--- src/include/thc_consts.svh ---
// Register map, field positions, reset values and timing counts of the transmit link controller.
// Assumes one port's register space; a wider system adds the per-port stride outside this block.
`ifndef THC_CONSTS_SVH
`define THC_CONSTS_SVH

`define THC_ADDR_W 9
`define THC_PORT_STRIDE 12'h200
`define THC_REG_CTRL_ONE 9'h110
`define THC_REG_SUPPRESS 9'h111
`define THC_REG_CTRL_TWO 9'h113
`define THC_REG_CODE 9'h115
`define THC_REG_FIFO 9'h116
`define THC_REG_STATUS 9'h117

`define THC_CTRL_ONE_RST 8'h00
`define THC_SUPPRESS_RST 8'h00
`define THC_CTRL_TWO_RST 8'h00
`define THC_CODE_RST 6'h00

`define THC_B1_FLAGS 7
`define THC_B1_LOOP 6
`define THC_B1_RESET 5
`define THC_B1_MAP 4
`define THC_B1_FILLSEL 3
`define THC_B1_EOM 2
`define THC_B1_ZSD 1
`define THC_B1_CRCD 0
`define THC_B2_ABORT 7
`define THC_B2_SEND_BIT_CODE 6
`define THC_B2_ENABLE 5

`define THC_FLAG_BYTE 8'h7E
`define THC_IDLE_BYTE 8'hFF
`define THC_ABORT_BYTE 8'hFE
`define THC_CRC_POLY 16'h8408
`define THC_CRC_INIT 16'hFFFF
`define THC_STUFF_RUN 3'h5

`define THC_FIFO_DEPTH 16
`define THC_PTR_W 5

`define THC_CLK_PERIOD_NS 5
`define THC_RESET_MAX_NS 250000
`define THC_RESET_MAX_CYC ((`THC_RESET_MAX_NS) / (`THC_CLK_PERIOD_NS))

`endif

--- src/include/thc_pkg.sv ---
// Types shared by the transmit link controller files.
// Assumes nothing beyond a SystemVerilog compiler.
package thc_pkg;

  typedef enum logic [2:0] {
    ST_FILL,
    ST_FLAG,
    ST_DATA,
    ST_CRC_LO,
    ST_CRC_HI,
    ST_ABORT,
    ST_CODE
  } thc_state_t;

endpackage

--- src/hw/thc_crc16.sv ---
// Bit-serial frame check generator, least significant bit first.
// Assumes the caller feeds one bit per enable and presets with init between frames.
`timescale 1ns/1ps
`include "thc_consts.svh"
module thc_crc16
  import thc_pkg::*;
(
  input wire logic core_clk,
  input wire logic sys_rst,
  input wire logic init,
  input wire logic enable,
  input wire logic dataBit,
  output logic [15:0] crcNext
);

  logic [15:0] crc;

  // The next value is visible in the same cycle, so the last data bit is in the sum when the check is loaded.
  always_comb begin
    crcNext = crc;
    if (enable) begin
      crcNext = {1'b0, crc[15:1]} ^ ((crc[0] ^ dataBit) ? `THC_CRC_POLY : 16'h0000);
    end
  end

  always_ff @(posedge core_clk) begin
    if (sys_rst || init) begin
      crc <= `THC_CRC_INIT;
    end else begin
      crc <= crcNext;
    end
  end

endmodule

--- src/hw/thc_msg_fifo.sv ---
// Transmit message store with a replay mark, so that a whole message can be sent again.
// Assumes one push and one pop per cycle at most, and that a message fits in the store.
`timescale 1ns/1ps
`include "thc_consts.svh"
module thc_msg_fifo
  import thc_pkg::*;
(
  input wire logic core_clk,
  input wire logic sys_rst,
  input wire logic push,
  input wire logic [9:0] pushData,
  input wire logic pop,
  input wire logic rewind,
  input wire logic commit,
  input wire logic flush,
  output logic [9:0] headData,
  output logic avail,
  output logic full,
  output logic [`THC_PTR_W-1:0] level
);

  logic [9:0] mem [`THC_FIFO_DEPTH];
  logic [`THC_PTR_W-1:0] wrPtr;
  logic [`THC_PTR_W-1:0] rdPtr;
  logic [`THC_PTR_W-1:0] startPtr;

  // Space is freed only on commit or flush; a message that may loop keeps its bytes until it is done.
  assign level = wrPtr - startPtr;
  assign full = level == `THC_PTR_W'(`THC_FIFO_DEPTH);
  assign avail = rdPtr != wrPtr;
  assign headData = mem[rdPtr[`THC_PTR_W-2:0]];

  always_ff @(posedge core_clk) begin
    if (push) begin
      mem[wrPtr[`THC_PTR_W-2:0]] <= pushData;
    end
  end

  always_ff @(posedge core_clk) begin
    if (sys_rst) begin
      wrPtr <= '0;
      rdPtr <= '0;
      startPtr <= '0;
    end else begin
      if (push) begin
        wrPtr <= wrPtr + `THC_PTR_W'(1);
      end
      if (flush) begin
        rdPtr <= wrPtr;
        startPtr <= wrPtr;
      end else begin
        if (rewind) begin
          rdPtr <= startPtr;
        end else if (pop) begin
          rdPtr <= rdPtr + `THC_PTR_W'(1);
        end
        if (commit) begin
          startPtr <= rdPtr;
        end
      end
    end
  end

endmodule

--- src/hw/thc_transmit_hdlc_controller.sv ---
// Transmit link controller of one framer port: registers, message store, framing and bit mapping.
// Assumes the framer supplies one-cycle bit-time strobes on core_clk and takes txBit when txBitValid.
`timescale 1ns/1ps
`include "thc_consts.svh"
// Function
// RL1: One flag between messages when the flag count bit is 0, two when 1.
// RL2: A message closed with the loop bit set repeats until cleared or new data.
// RL3: Clearing the loop bit finishes the current copy, then flags until new data; the code sends the fill byte, FFh when fill select is 1.
// RL4: New data during a loop ends it: flags, then the new message.
// RL5: A two-byte check follows every message unless the check defeat bit is set.
// RL6: Software sets end-of-message just before writing a message's last byte.
// RL7: Controller reset flushes the store, sends an abort, then fill until data.
// RL8: Controller reset bit clears itself, well within 250 microseconds.
// RL9: Mapping bit picks the selected channel or the facility link bits.
// RL10: Fill between messages is 7Eh when fill select is 0, FFh when 1.
// RL11: A zero follows five ones inside a message unless stuffing is defeated.
// RL12: Each set suppress bit removes that channel bit position from use.
// RL13: A rising abort bit dumps the store, sends FEh once, then fill.
// RL14: In T1 mode the send-code bit transmits the six-bit code repeatedly.
// RL15: The controller sends nothing while its enable bit is 0.
// RL16: A new carrier channel takes effect only at a controller reset.
// RL17: Control registers at 110h, 111h, 113h per port; all bits reset to 0.
// RL18: Frame check is the reflected CRC-16, ones preset, complement sent.
module thc_transmit_hdlc_controller
  import thc_pkg::*;
#(
  parameter int RESET_LIMIT_CYCLES = `THC_RESET_MAX_CYC
)
(
  input wire logic core_clk,
  input wire logic sys_rst,
  input wire logic [`THC_ADDR_W-1:0] regAddr,
  input wire logic [7:0] regWrData,
  input wire logic regWrite,
  input wire logic regRead,
  output logic [7:0] regRdData,
  input wire logic t1Mode,
  input wire logic facilityEnable,
  input wire logic channelBitSlot,
  input wire logic [4:0] channelIndex,
  input wire logic [2:0] channelBitPos,
  input wire logic facilityBitSlot,
  output logic txBit,
  output logic txBitValid
);

  logic [7:0] ctrlOne;
  logic [7:0] suppress;
  logic [7:0] ctrlTwo;
  logic [5:0] codeReg;
  logic [4:0] activeChannel;
  logic abortPrev;
  thc_state_t state;
  thc_state_t next_state;
  logic [7:0] shifter;
  logic [7:0] next_byte;
  logic [2:0] bitCnt;
  logic [2:0] ones;
  logic extraFlag;
  logic next_extra;
  logic curEom;
  logic curLoop;
  logic [7:0] crcHigh;
  logic [7:0] next_crcHigh;
  logic codePhase;
  logic fifoPop;
  logic fifoRewind;
  logic fifoCommit;
  logic fifoDrop;
  logic msgEnd;
  logic [9:0] headData;
  logic fifoAvail;
  logic fifoFull;
  logic [`THC_PTR_W-1:0] fifoLevel;
  logic [15:0] crcNext;

  wire logic txReset = ctrlOne[`THC_B1_RESET];
  wire logic abortRise = ctrlTwo[`THC_B2_ABORT] && !abortPrev;
  wire logic enable = ctrlTwo[`THC_B2_ENABLE];
  wire logic codeWanted = ctrlTwo[`THC_B2_SEND_BIT_CODE] && t1Mode;
  wire logic fifoPush = regWrite && regAddr == `THC_REG_FIFO && !fifoFull;
  wire logic inMsg = state == ST_DATA || state == ST_CRC_LO || state == ST_CRC_HI;
  wire logic [7:0] fillByte = ctrlOne[`THC_B1_FILLSEL] ? `THC_IDLE_BYTE : `THC_FLAG_BYTE;
  wire logic chanOk = channelBitSlot && channelIndex == activeChannel && !suppress[channelBitPos];
  wire logic factOk = facilityBitSlot && (t1Mode || facilityEnable);
  wire logic bitSlot = enable && !txReset && !abortRise && (ctrlOne[`THC_B1_MAP] ? factOk : chanOk);
  // The run counter only grows on message bits, so a run of five that ends the check still gets its zero.
  wire logic stuffNow = !ctrlOne[`THC_B1_ZSD] && ones == `THC_STUFF_RUN;
  wire logic byteDone = bitSlot && !stuffNow && bitCnt == 3'h7;

  always_ff @(posedge core_clk) begin
    if (sys_rst) begin
      ctrlOne <= `THC_CTRL_ONE_RST; // [RL17]
    end else if (regWrite && regAddr == `THC_REG_CTRL_ONE) begin
      ctrlOne <= regWrData;
    end else begin
      // End-of-message marks only the byte written right after it.
      if (fifoPush) begin
        ctrlOne[`THC_B1_EOM] <= 1'b0; // [RL6]
      end
      if (txReset) begin
        ctrlOne[`THC_B1_RESET] <= 1'b0; // [RL8]
      end
    end
  end

  always_ff @(posedge core_clk) begin
    if (sys_rst) begin
      suppress <= `THC_SUPPRESS_RST;
      ctrlTwo <= `THC_CTRL_TWO_RST;
      codeReg <= `THC_CODE_RST;
    end else if (regWrite) begin
      if (regAddr == `THC_REG_SUPPRESS) begin
        suppress <= regWrData;
      end
      if (regAddr == `THC_REG_CTRL_TWO) begin
        ctrlTwo <= regWrData;
      end
      if (regAddr == `THC_REG_CODE) begin
        codeReg <= regWrData[5:0];
      end
    end
  end

  // The channel is latched only at a controller reset so a change never lands mid-byte.
  always_ff @(posedge core_clk) begin
    if (sys_rst) begin
      activeChannel <= 5'h00;
      abortPrev <= 1'b0;
    end else begin
      abortPrev <= ctrlTwo[`THC_B2_ABORT]; // [RL13]
      if (txReset) begin
        activeChannel <= ctrlTwo[4:0]; // [RL16]
      end
    end
  end

  always_ff @(posedge core_clk) begin
    if (sys_rst) begin
      regRdData <= 8'h00;
    end else if (regRead) begin
      unique case (regAddr)
        `THC_REG_CTRL_ONE: regRdData <= ctrlOne;
        `THC_REG_SUPPRESS: regRdData <= suppress;
        `THC_REG_CTRL_TWO: regRdData <= ctrlTwo;
        `THC_REG_CODE: regRdData <= {2'h0, codeReg};
        `THC_REG_STATUS: regRdData <= {fifoFull, !fifoAvail, curLoop && inMsg, fifoLevel};
        default: regRdData <= 8'h00;
      endcase
    end else begin
      regRdData <= 8'h00;
    end
  end

  thc_msg_fifo u_fifo (
    .core_clk(core_clk),
    .sys_rst(sys_rst),
    .push(fifoPush),
    .pushData({ctrlOne[`THC_B1_LOOP], ctrlOne[`THC_B1_EOM] | ctrlOne[`THC_B1_LOOP], regWrData}),
    .pop(byteDone && fifoPop),
    .rewind(byteDone && fifoRewind),
    .commit(byteDone && fifoCommit),
    .flush(txReset || abortRise || (byteDone && fifoDrop)), // [RL7] [RL13]
    .headData(headData),
    .avail(fifoAvail),
    .full(fifoFull),
    .level(fifoLevel)
  );

  thc_crc16 u_crc (
    .core_clk(core_clk),
    .sys_rst(sys_rst),
    .init(state != ST_DATA),
    .enable(bitSlot && !stuffNow && state == ST_DATA),
    .dataBit(shifter[0]),
    .crcNext(crcNext)
  );

  // Choice of the next byte, taken at the last bit of the current one.
  always_comb begin
    next_state = state;
    next_byte = fillByte;
    next_extra = extraFlag;
    next_crcHigh = crcHigh;
    fifoPop = 1'b0;
    fifoRewind = 1'b0;
    fifoCommit = 1'b0;
    fifoDrop = 1'b0;
    msgEnd = 1'b0;
    unique case (state)
      ST_FLAG: begin
        if (extraFlag) begin
          next_byte = `THC_FLAG_BYTE;
          next_extra = 1'b0;
        end else if (fifoAvail) begin
          next_state = ST_DATA;
          next_byte = headData[7:0];
          fifoPop = 1'b1;
        end else begin
          next_state = ST_FILL; // [RL10]
        end
      end
      ST_FILL, ST_ABORT, ST_CODE: begin
        if (codeWanted) begin
          next_state = ST_CODE; // [RL14]
          next_byte = codePhase ? {1'b0, codeReg, 1'b0} : `THC_IDLE_BYTE;
        end else if (fifoAvail) begin
          next_state = ST_FLAG;
          next_byte = `THC_FLAG_BYTE;
          next_extra = 1'b0;
        end else begin
          next_state = ST_FILL; // [RL10]
        end
      end
      ST_DATA: begin
        if (curEom && !ctrlOne[`THC_B1_CRCD]) begin
          next_state = ST_CRC_LO; // [RL5]
          next_byte = ~crcNext[7:0]; // [RL18]
          next_crcHigh = ~crcNext[15:8];
        end else if (curEom) begin
          msgEnd = 1'b1;
        end else if (fifoAvail) begin
          next_byte = headData[7:0];
          fifoPop = 1'b1;
        end else begin
          // Running dry inside a message would corrupt it, so it is aborted instead.
          next_state = ST_ABORT;
          next_byte = `THC_ABORT_BYTE;
          fifoDrop = 1'b1;
        end
      end
      ST_CRC_LO: begin
        next_state = ST_CRC_HI;
        next_byte = crcHigh;
      end
      ST_CRC_HI: begin
        msgEnd = 1'b1;
      end
    endcase
    if (msgEnd) begin
      next_state = ST_FLAG;
      next_byte = `THC_FLAG_BYTE;
      next_extra = ctrlOne[`THC_B1_FLAGS]; // [RL1]
      if (curLoop && ctrlOne[`THC_B1_LOOP] && !fifoAvail) begin
        fifoRewind = 1'b1; // [RL2]
      end else begin
        fifoCommit = 1'b1; // [RL3] [RL4]
      end
    end
  end

  always_ff @(posedge core_clk) begin
    if (sys_rst) begin
      state <= ST_FILL;
      shifter <= `THC_FLAG_BYTE;
      bitCnt <= 3'h0;
      ones <= 3'h0;
      extraFlag <= 1'b0;
      curEom <= 1'b0;
      curLoop <= 1'b0;
      crcHigh <= 8'h00;
      codePhase <= 1'b0;
    end else if (txReset || abortRise) begin
      state <= ST_ABORT; // [RL7] [RL13]
      shifter <= `THC_ABORT_BYTE;
      bitCnt <= 3'h0;
      ones <= 3'h0;
      extraFlag <= 1'b0;
      curEom <= 1'b0;
      curLoop <= 1'b0;
      codePhase <= 1'b0;
    end else if (bitSlot) begin
      if (stuffNow) begin
        ones <= 3'h0; // [RL11]
      end else begin
        ones <= (inMsg && shifter[0]) ? ones + 3'h1 : 3'h0;
        bitCnt <= bitCnt + 3'h1;
        if (bitCnt == 3'h7) begin
          state <= next_state;
          shifter <= next_byte;
          extraFlag <= next_extra;
          crcHigh <= next_crcHigh;
          codePhase <= next_state == ST_CODE ? !codePhase : 1'b0;
          if (fifoPop) begin
            curLoop <= headData[9];
            curEom <= headData[8];
          end
        end else begin
          shifter <= {1'b0, shifter[7:1]};
        end
      end
    end
  end

  // Bits leave least significant first; txBit holds its last value between slots and is high from reset until the first slot.
  always_ff @(posedge core_clk) begin
    if (sys_rst) begin
      txBit <= 1'b1;
      txBitValid <= 1'b0;
    end else begin
      txBitValid <= bitSlot; // [RL9] [RL12] [RL15]
      if (bitSlot) begin
        txBit <= stuffNow ? 1'b0 : shifter[0];
      end
    end
  end

  logic [31:0] resetAge;
  always_ff @(posedge core_clk) begin
    if (sys_rst || !txReset) begin
      resetAge <= 32'h0000_0000;
    end else begin
      resetAge <= resetAge + 32'h0000_0001;
    end
  end
endmodule

--- config.mk ---
export PLATFORM = sky130hd
export DESIGN_NAME = thc_transmit_hdlc_controller
export DESIGN_NICKNAME = d
export VERILOG_FILES = /design/src/include/thc_pkg.sv /design/src/hw/thc_crc16.sv /design/src/hw/thc_msg_fifo.sv /design/src/hw/thc_transmit_hdlc_controller.sv
export VERILOG_INCLUDE_DIRS = /design/src /design/src/include
export SDC_FILE = /design/constraint.sdc
export NUM_CORES = 1
export LEC_CHECK = 0
export BUFFER_PORTS_ARGS = -buffer_cell sky130_fd_sc_hd__buf_4
export CORE_MARGIN = 4
export CORE_UTILIZATION = 69
export CTS_BUF_LIST = sky130_fd_sc_hd__clkbuf_8
export DETAILED_ROUTE_END_ITERATION = 8
export PLACE_DENSITY = 0.93
export SYNTH_ARGS = -nofsm -noshare
export SYNTH_HDL_FRONTEND = slang
export SYNTH_SLANG_ARGS = --single-unit
--- constraint.sdc ---
create_clock -name core_clk -period 7.1 [get_ports core_clk]
set_input_delay 0.71 -clock core_clk [delete_from_list [all_inputs] [get_ports core_clk]]
set_output_delay 0.71 -clock core_clk [all_outputs]
set_load 0.005 [all_outputs]
==> results.md, run 1 <==
* Clock Skew at 56.92 ps
* Dpl hpwl at 21190 um
* CP Cell Sequence: inv_1 -> ha_1 -> inv_1 -> fa_1 -> a21o_1 -> a21oi_1 -> xnor2_1 -> o211a_1 -> nor2_1 -> and3_1
* Most common cell after layout, fill and taps aside: edfxtp_1
* CTS tree: done
* Max Cap Viol at 0
* CP Class: register to register
* Post-synthesis cell area at 11990 um2
* Setup TNS at 0 ps
* Initial antenna violation count at 1
* Area grow syn2layout at 9.724%
* Syn nets at 969
* Tightest Hold Check Type: register to register
* Seq. cell area at 7008 um2
* Worst vdd ir at 0.0002049 V
* Die ar. at 19550 um2
* Max Transition Viols Final at 0
* Vias in the first global route at 8826
* Comb pwr share at 1.9%
* TritonRoute pass-1 iters at 7
* Synth Register Bits at 270
* Most frequent cells in the layout: edfxtp_1, dfxtp_1, nand2_1
* Layout cells sized above 1 at 19.15%
* Post-Route WL at 34100 um
* Setup Fix Bufs, Post-CTS at 0
* Crit-path max FO at 16
* WP buf/inv at 2
* Final hold viol count at 0
* Ys flop type: edfxtp_1
* Final worst-path cycle share at 58.04%
* Slew headroom at 16.69%
* CP Capture Type: register
* Initial DRC count at 2065
* Initial Util at 71.31%
* Seq pwr share at 54.7%
* Clock Latency Late Sink at 590 ps
* Critical path startpoint category: register
* Diode count at 0
* # IOs at 43
* Power Dens Cells at 229.6 nW/um2
* Yosys cell types at 84
* Post-synthesis instance total at 922
* Largest net degree at the start of global routing at 67
* DIE WIDTH at 139.8 um
* Hold buffers post-CTS at 0
* Sw Share at 22.40%
* Avg Cell Area, Syn at 13.01 um2
* GRT overflow at 0
* Number of vias per cell at 7.500
* Fin nets at 1006
* First-pass GRT wire length at 52490 um
* NetSw at 0.6768 mW
* Clock slew at reported path FFs at 70 ps
* H-tree levels at 2
* Minimum clock period at 4121 ps
* Final ANT Viol Nets at 0
* Clock tree buffer depth at 3
* WL per Instance at 28.13 um
* Fillers at 892
* DRC Markers at 0
* Status: finished clean
* CP peak stage delay at 970 ps
* Core ar. at 16820 um2
* CP max stage cell: nor2_1
* Post-CTS sizing at 0
* Fraction of registers with async set/reset at 0%
* Int Pwr at 2.345 mW
* Reg2Reg Setup Slack at 2980 ps
* Multi-input gate area at 4624 um2
* Most common cell on crit path: inv_1
* Tightest Pin Transition at 1245 ps
* GRT Overall Usage at 35.06%
* Max Fclk at 242.6 MHz
* CTS buffer count at 42
* Post-synth EDFFs at 160
* Routability congestion estimate at 0.9702
* CTS Root Cell: clkbuf_8
* Final setup fails at 0
* Leak pwr at 4.640 nW
* Unrepaired setup endpoints after global routing: no
* CP arrival at 4300 ps
* Crit-path leading delay family: simple AND/OR/NAND/NOR gates
* Port bufs at 42
* DR vias at 9090
* Tot Pwr at 3.022 mW
* Clock power frac at 43.4%
* Die height at 139.8 um
* Clock sink count at 270
* Cell Rows at 47
* Required time of the critical path at 7280 ps
* Seq/Total Area, Yosys at 58.42%
* Ys Warns at 0
==> power groups by stage <==
stage          registers (mW)  logic, mW  clock network [mW]
5_1_grt                  1.65     0.0592                1.38
3_5_place_dp             1.69     0.0542                   0
4_1_cts                  1.65     0.0542                1.30
3_3_place_gp             1.69     0.0518                   0
2_1_floorplan            1.69     0.0163                   0
6_report                 1.65     0.0573                1.31
==> cell type report <==
cell class	instances	area share [%]
clock inverters	31	1.502
multi-input cells	579	35.14
inverters	20	0.5705
clock buffers	46	4.811
well taps	220	2.092
flip-flops and latches	270	53.26
repair buffers	46	2.624
==> tightest hold or removal path, cell delays in order, from the launching register on <==
cell and delay (ps):
dfxtp_1 320, nand2_1 50, o22ai_1 60
==> layer usage <==
metal / routed length (um) / vias up / track usage [%] / share of wire, %
li1: - / 3646 / - / -
met1: 11600 / 4243 / 47.59 / 34
met2: 15270 / 977 / 52.54 / 45
met3: 5214 / 222 / 10.98 / 15
met4: 1997 / 2 / 15.96 / 5.9
met5: 11 / - / 0 / 0.032
==> kinds of logic (layout without fill, tap and decap cells) <==
family / count (synthesis) / after routing / synth area share [%]
AND/OR/NAND/NOR: 276 / 276 / 11.96
flip-flops: 270 / 270 / 58.42
AO/OA/AOI/OAI: 183 / 183 / 10.74
multiplexers: 87 / 87 / 12.95
buffers and inverters: 73 / 143 / 3.015
XOR/XNOR: 18 / 18 / 1.315
adder cells (fa/ha/maj): 15 / 15 / 1.607
==> path summary, 6_finish.rpt <==
| check | cells after the start | from | end |
|---|---|---|---|
| hold / removal | 2 | crcHigh[2] | crcHigh[2] |
| setup / recovery | 10 | u_fifo.wrPtr[0] | u_fifo.mem[5][1] |
| setup reg to reg | 10 | u_fifo.wrPtr[0] | u_fifo.mem[5][1] |
| hold reg to reg | 2 | crcHigh[2] | crcHigh[2] |
==> Yosys cell counts, types with 11 or more instances <==
| master | instances | area share, % |
|---|---|---|
| dfxtp_1 | 110 | 18 |
| xor2_1 | 11 | 0.80 |
| o21ai_0 | 26 | 1.1 |
| a21oi_1 | 49 | 2.0 |
| nand2_1 | 78 | 2.4 |
| ha_1 | 13 | 1.4 |
| mux4_2 | 50 | 9.4 |
| clkbuf_1 | 28 | 0.88 |
| mux2i_1 | 25 | 2.1 |
| inv_1 | 20 | 0.63 |
| nand3_1 | 41 | 1.7 |
| and3_1 | 18 | 0.94 |
| a22oi_1 | 12 | 0.75 |
| o211ai_1 | 11 | 0.69 |
| nor2_1 | 57 | 1.8 |
| edfxtp_1 | 160 | 40 |
==> sequential cells by signal, indices dropped and copies added, names as in the netlist, named ones only <==
name,flops
ones,3
u_fifo.rdPtr,5
u_fifo.startPtr,5
codePhase,1
curLoop,1
regRdData,8
state,3
ctrlOne,8
suppress,8
codeReg,6
shifter,8
txBitValid,1
extraFlag,1
activeChannel,5
bitCnt,3
u_fifo.mem,160
crcHigh,8
abortPrev,1
ctrlTwo,8
curEom,1
txBit,1
u_fifo.wrPtr,5
u_crc.crc,16
==> per-stage QoR <==
| stage | std cells | instance area, um2 | worst slack, ps | util, % | hold WS (ps) |
|---|---|---|---|---|---|
| after CTS | 1212 | 13160 | 3144 | 78.24 | 477.0 |
| final | 1212 | 13160 | 2979 | 78.24 | 479.2 |
| after global placement | 1135 | 12330 | 3614 | 73.30 | 459.9 |
| after floorplan | 922 | 11990 | 4252 | - | 434.1 |
| after global routing | 1212 | 13160 | 2900 | 78.24 | 486.2 |
| after detailed placement | 1135 | 12330 | 3247 | 73.30 | 464.8 |
Power figures use the tool's default switching activity.
==> inputs of run 2 (changes only) <==
Settings changed: CORE_UTILIZATION 69 to 58, PLACE_DENSITY 0.93 to 0.84.
Clock period 7.1 ns to 3.5 ns, I/O delays scaled along.
==> run 2 against run 1 <==
Net effect:
- clock skew fell by 28 ps
- clock-buffer cell count rose by 2
- register-to-register slack worse by 2700 ps
- sequential power rose by 100%
- critical path depth up 1
- sequential share of layout area down 0.97 points
- utilization fell by 12 points
- first-iteration DRC count down 23%
- sequential cell count unchanged
- largest power group unchanged
==> results.md, run 2 (synthesis gave the netlist of run 1 again) <==
* Status: finished clean
* Leak pwr at 4.721 nW (+1.7%)
* First-pass GRT wire length at 47220 um (-10%)
* Power Dens Cells at 458.0 nW/um2 (+99%)
* Die height at 151.8 um (+8.6%)
* DIE WIDTH at 151.8 um (+8.6%)
* Place WS at 374.4 ps (-2872 ps)
* CTS buffer count at 42 (unchanged)
* Multi-input gate area at 4624 um2 (unchanged)
* Clock Skew at 29.21 ps (-27.71 ps)
* Core ar. at 20300 um2 (+21%)
* Number of vias per cell at 6.691 (-11%)
* Max Transition Viols Final at 0 (unchanged)
* Largest net degree at the start of global routing at 56 (-16%)
* Final ANT Viol Nets at 0 (unchanged)
* Setup TNS at 0 ps (unchanged)
* Worst vdd ir at 0.0003580 V (+75%)
* Top sig layer: met4
* Critical path startpoint category: register
* WHS at 99.48 ps (-379.8 ps)
* Unrepaired setup endpoints after global routing: no
* WL per Instance at 24.13 um (-14%)
* DRC Markers at 0 (unchanged)
* CTS Root Cell: clkbuf_8
* CP Class: register to register
* Most common cell after layout, fill and taps aside: edfxtp_1
* Initial Util at 59.08% (-12 points)
* # IOs at 43 (unchanged)
* GRT Overall Usage at 27.27% (-7.8 points)
* Final setup fails at 0 (unchanged)
* Clock slew at reported path FFs at 60 ps (about the same)
* Most frequent cells in the layout: edfxtp_1, dfxtp_1, nand2_1
* Clock Latency Late Sink at 570 ps (-20 ps)
* Post-CTS sizing at 0 (unchanged)
* Slew headroom at 33.57% (+17 points)
* Vias in the first global route at 7963 (-9.8%)
* Port bufs at 42 (unchanged)
* Seq. cell area at 7008 um2 (unchanged)
* CP arrival at 3410 ps (-890 ps)
* CP Capture Type: register
* Max Fclk at 310.0 MHz (+28%)
* Diode count at 0 (unchanged)
* Clock tree buffer depth at 3 (unchanged)
* Required time of the critical path at 3690 ps (-3590 ps)
* Minimum clock period at 3226 ps (-895.3 ps)
* Hold buffers post-CTS at 0 (unchanged)
* Max Cap Viol at 0 (unchanged)
* Tightest Pin Transition at 995.1 ps (-250.0 ps)
* Final worst-path cycle share at 92.17% (+34 points)
* Die ar. at 23040 um2 (+18%)
* Fillers at 1428 (+60%)
* Met3 wire len at 3895 um (-25%)
* Clock sink count at 270 (unchanged)
* Final WS setup at 274.1 ps (-2705 ps)
* Dpl hpwl at 20660 um (-2.5%)
* Initial DRC count at 1597 (-23%)
* Met1 wire length at 12400 um (+6.9%)
* Crit-path max FO at 16 (unchanged)
* Post-Route WL at 30890 um (-9.4%)
* Tightest Hold Check Type: input pin to register
* Max reg flops at 160 (unchanged)
* Reg2Reg Setup Slack at 270 ps (-2700 ps)
* Initial antenna violation count at 0 (-1)
* H-tree levels at 2 (unchanged)
* DR vias at 8564 (-5.8%)
* Layout cells sized above 1 at 20.79% (+1.6 points)
* Setup Fix Bufs, Post-CTS at 0 (unchanged)
* Fin nets at 1024 (+1.8%)
* Final hold viol count at 0 (unchanged)
* Met2 Routed Length at 13830 um (-9.4%)
* Area grow syn2layout at 11.76%
* CTS tree: done
* GRT overflow at 0 (unchanged)
* Routability congestion estimate at 0.9835 (+1.4%)
* TritonRoute pass-1 iters at 7 (unchanged)
* Cell Rows at 52 (+11%)
run 2: cell types whose count changed in the layout (fill, tap and decap cells not counted):
cell | previous run | this run
clkinv_8 | 1 | 3
buf_4 | 46 | 63
inv_8 | 1 | 0
clkinvlp_4 | 1 | 0
clkinv_1 | 13 | 11
buf_12 | 0 | 1
clkbuf_8 | 46 | 48
run 2: worst max-delay path, cell delays in order (launching register included):
cell	delay, ps
dfxtp_1	380
inv_1	200
ha_1	210
inv_1	60
fa_1	400
a21o_1	170
a21oi_1	160
xnor2_1	150
o211a_1	190
nor2_1	120
buf_4	240
and3_1	530
run 2: metrics by stage:
| stage | util (%) | cell area (um2) | instances | total power [mW] |
|---|---|---|---|---|
| 3_5_place_dp | 61.77 | 12540 | 1203 | 3.535 |
| 6_report | 66.03 | 13400 | 1280 | 6.138 |
| 3_3_place_gp | 61.77 | 12540 | 1203 | 3.532 |
| 2_1_floorplan | - | 11990 | 922 | 3.455 |
| 4_1_cts | 66.03 | 13400 | 1280 | 6.159 |
| 5_1_grt | 66.03 | 13400 | 1280 | 6.308 |
run 2: per-layer routing:
layer | vias to the layer above | global-route usage [%]
met1 | 4107 | 41.23
met4 | 0 | 6.783
met5 | - | 0
met2 | 689 | 40.40
met3 | 89 | 6.336
li1 | 3679 | -
run 2: power breakdown:
group	leakage (nW)	internal, mW	switching, mW
Combinational	1.91	0.0347	0.0815
Clock	0.475	1.42	1.25
Sequential	2.33	3.35	0.000667
Total	4.72	4.81	1.33
run 2: final timing paths:
| check | start | end | depth (start not counted) |
|---|---|---|---|
| min | sys_rst | crcHigh[3] | 2 |
| max | u_fifo.wrPtr[0] | u_fifo.mem[3][9] | 11 |
| min reg2reg | shifter[5] | shifter[5] | 2 |
| max reg2reg | u_fifo.wrPtr[0] | u_fifo.mem[3][9] | 11 |
run 2: area by class of cell:
cell class | count | share of cell area, %
inverters | 20 | 0.5601
flip-flops and latches | 270 | 52.29
well taps | 270 | 2.521
multi-input cells | 579 | 34.50
clock buffers | 48 | 4.929
repair buffers | 64 | 3.678
clock inverters | 29 | 1.522
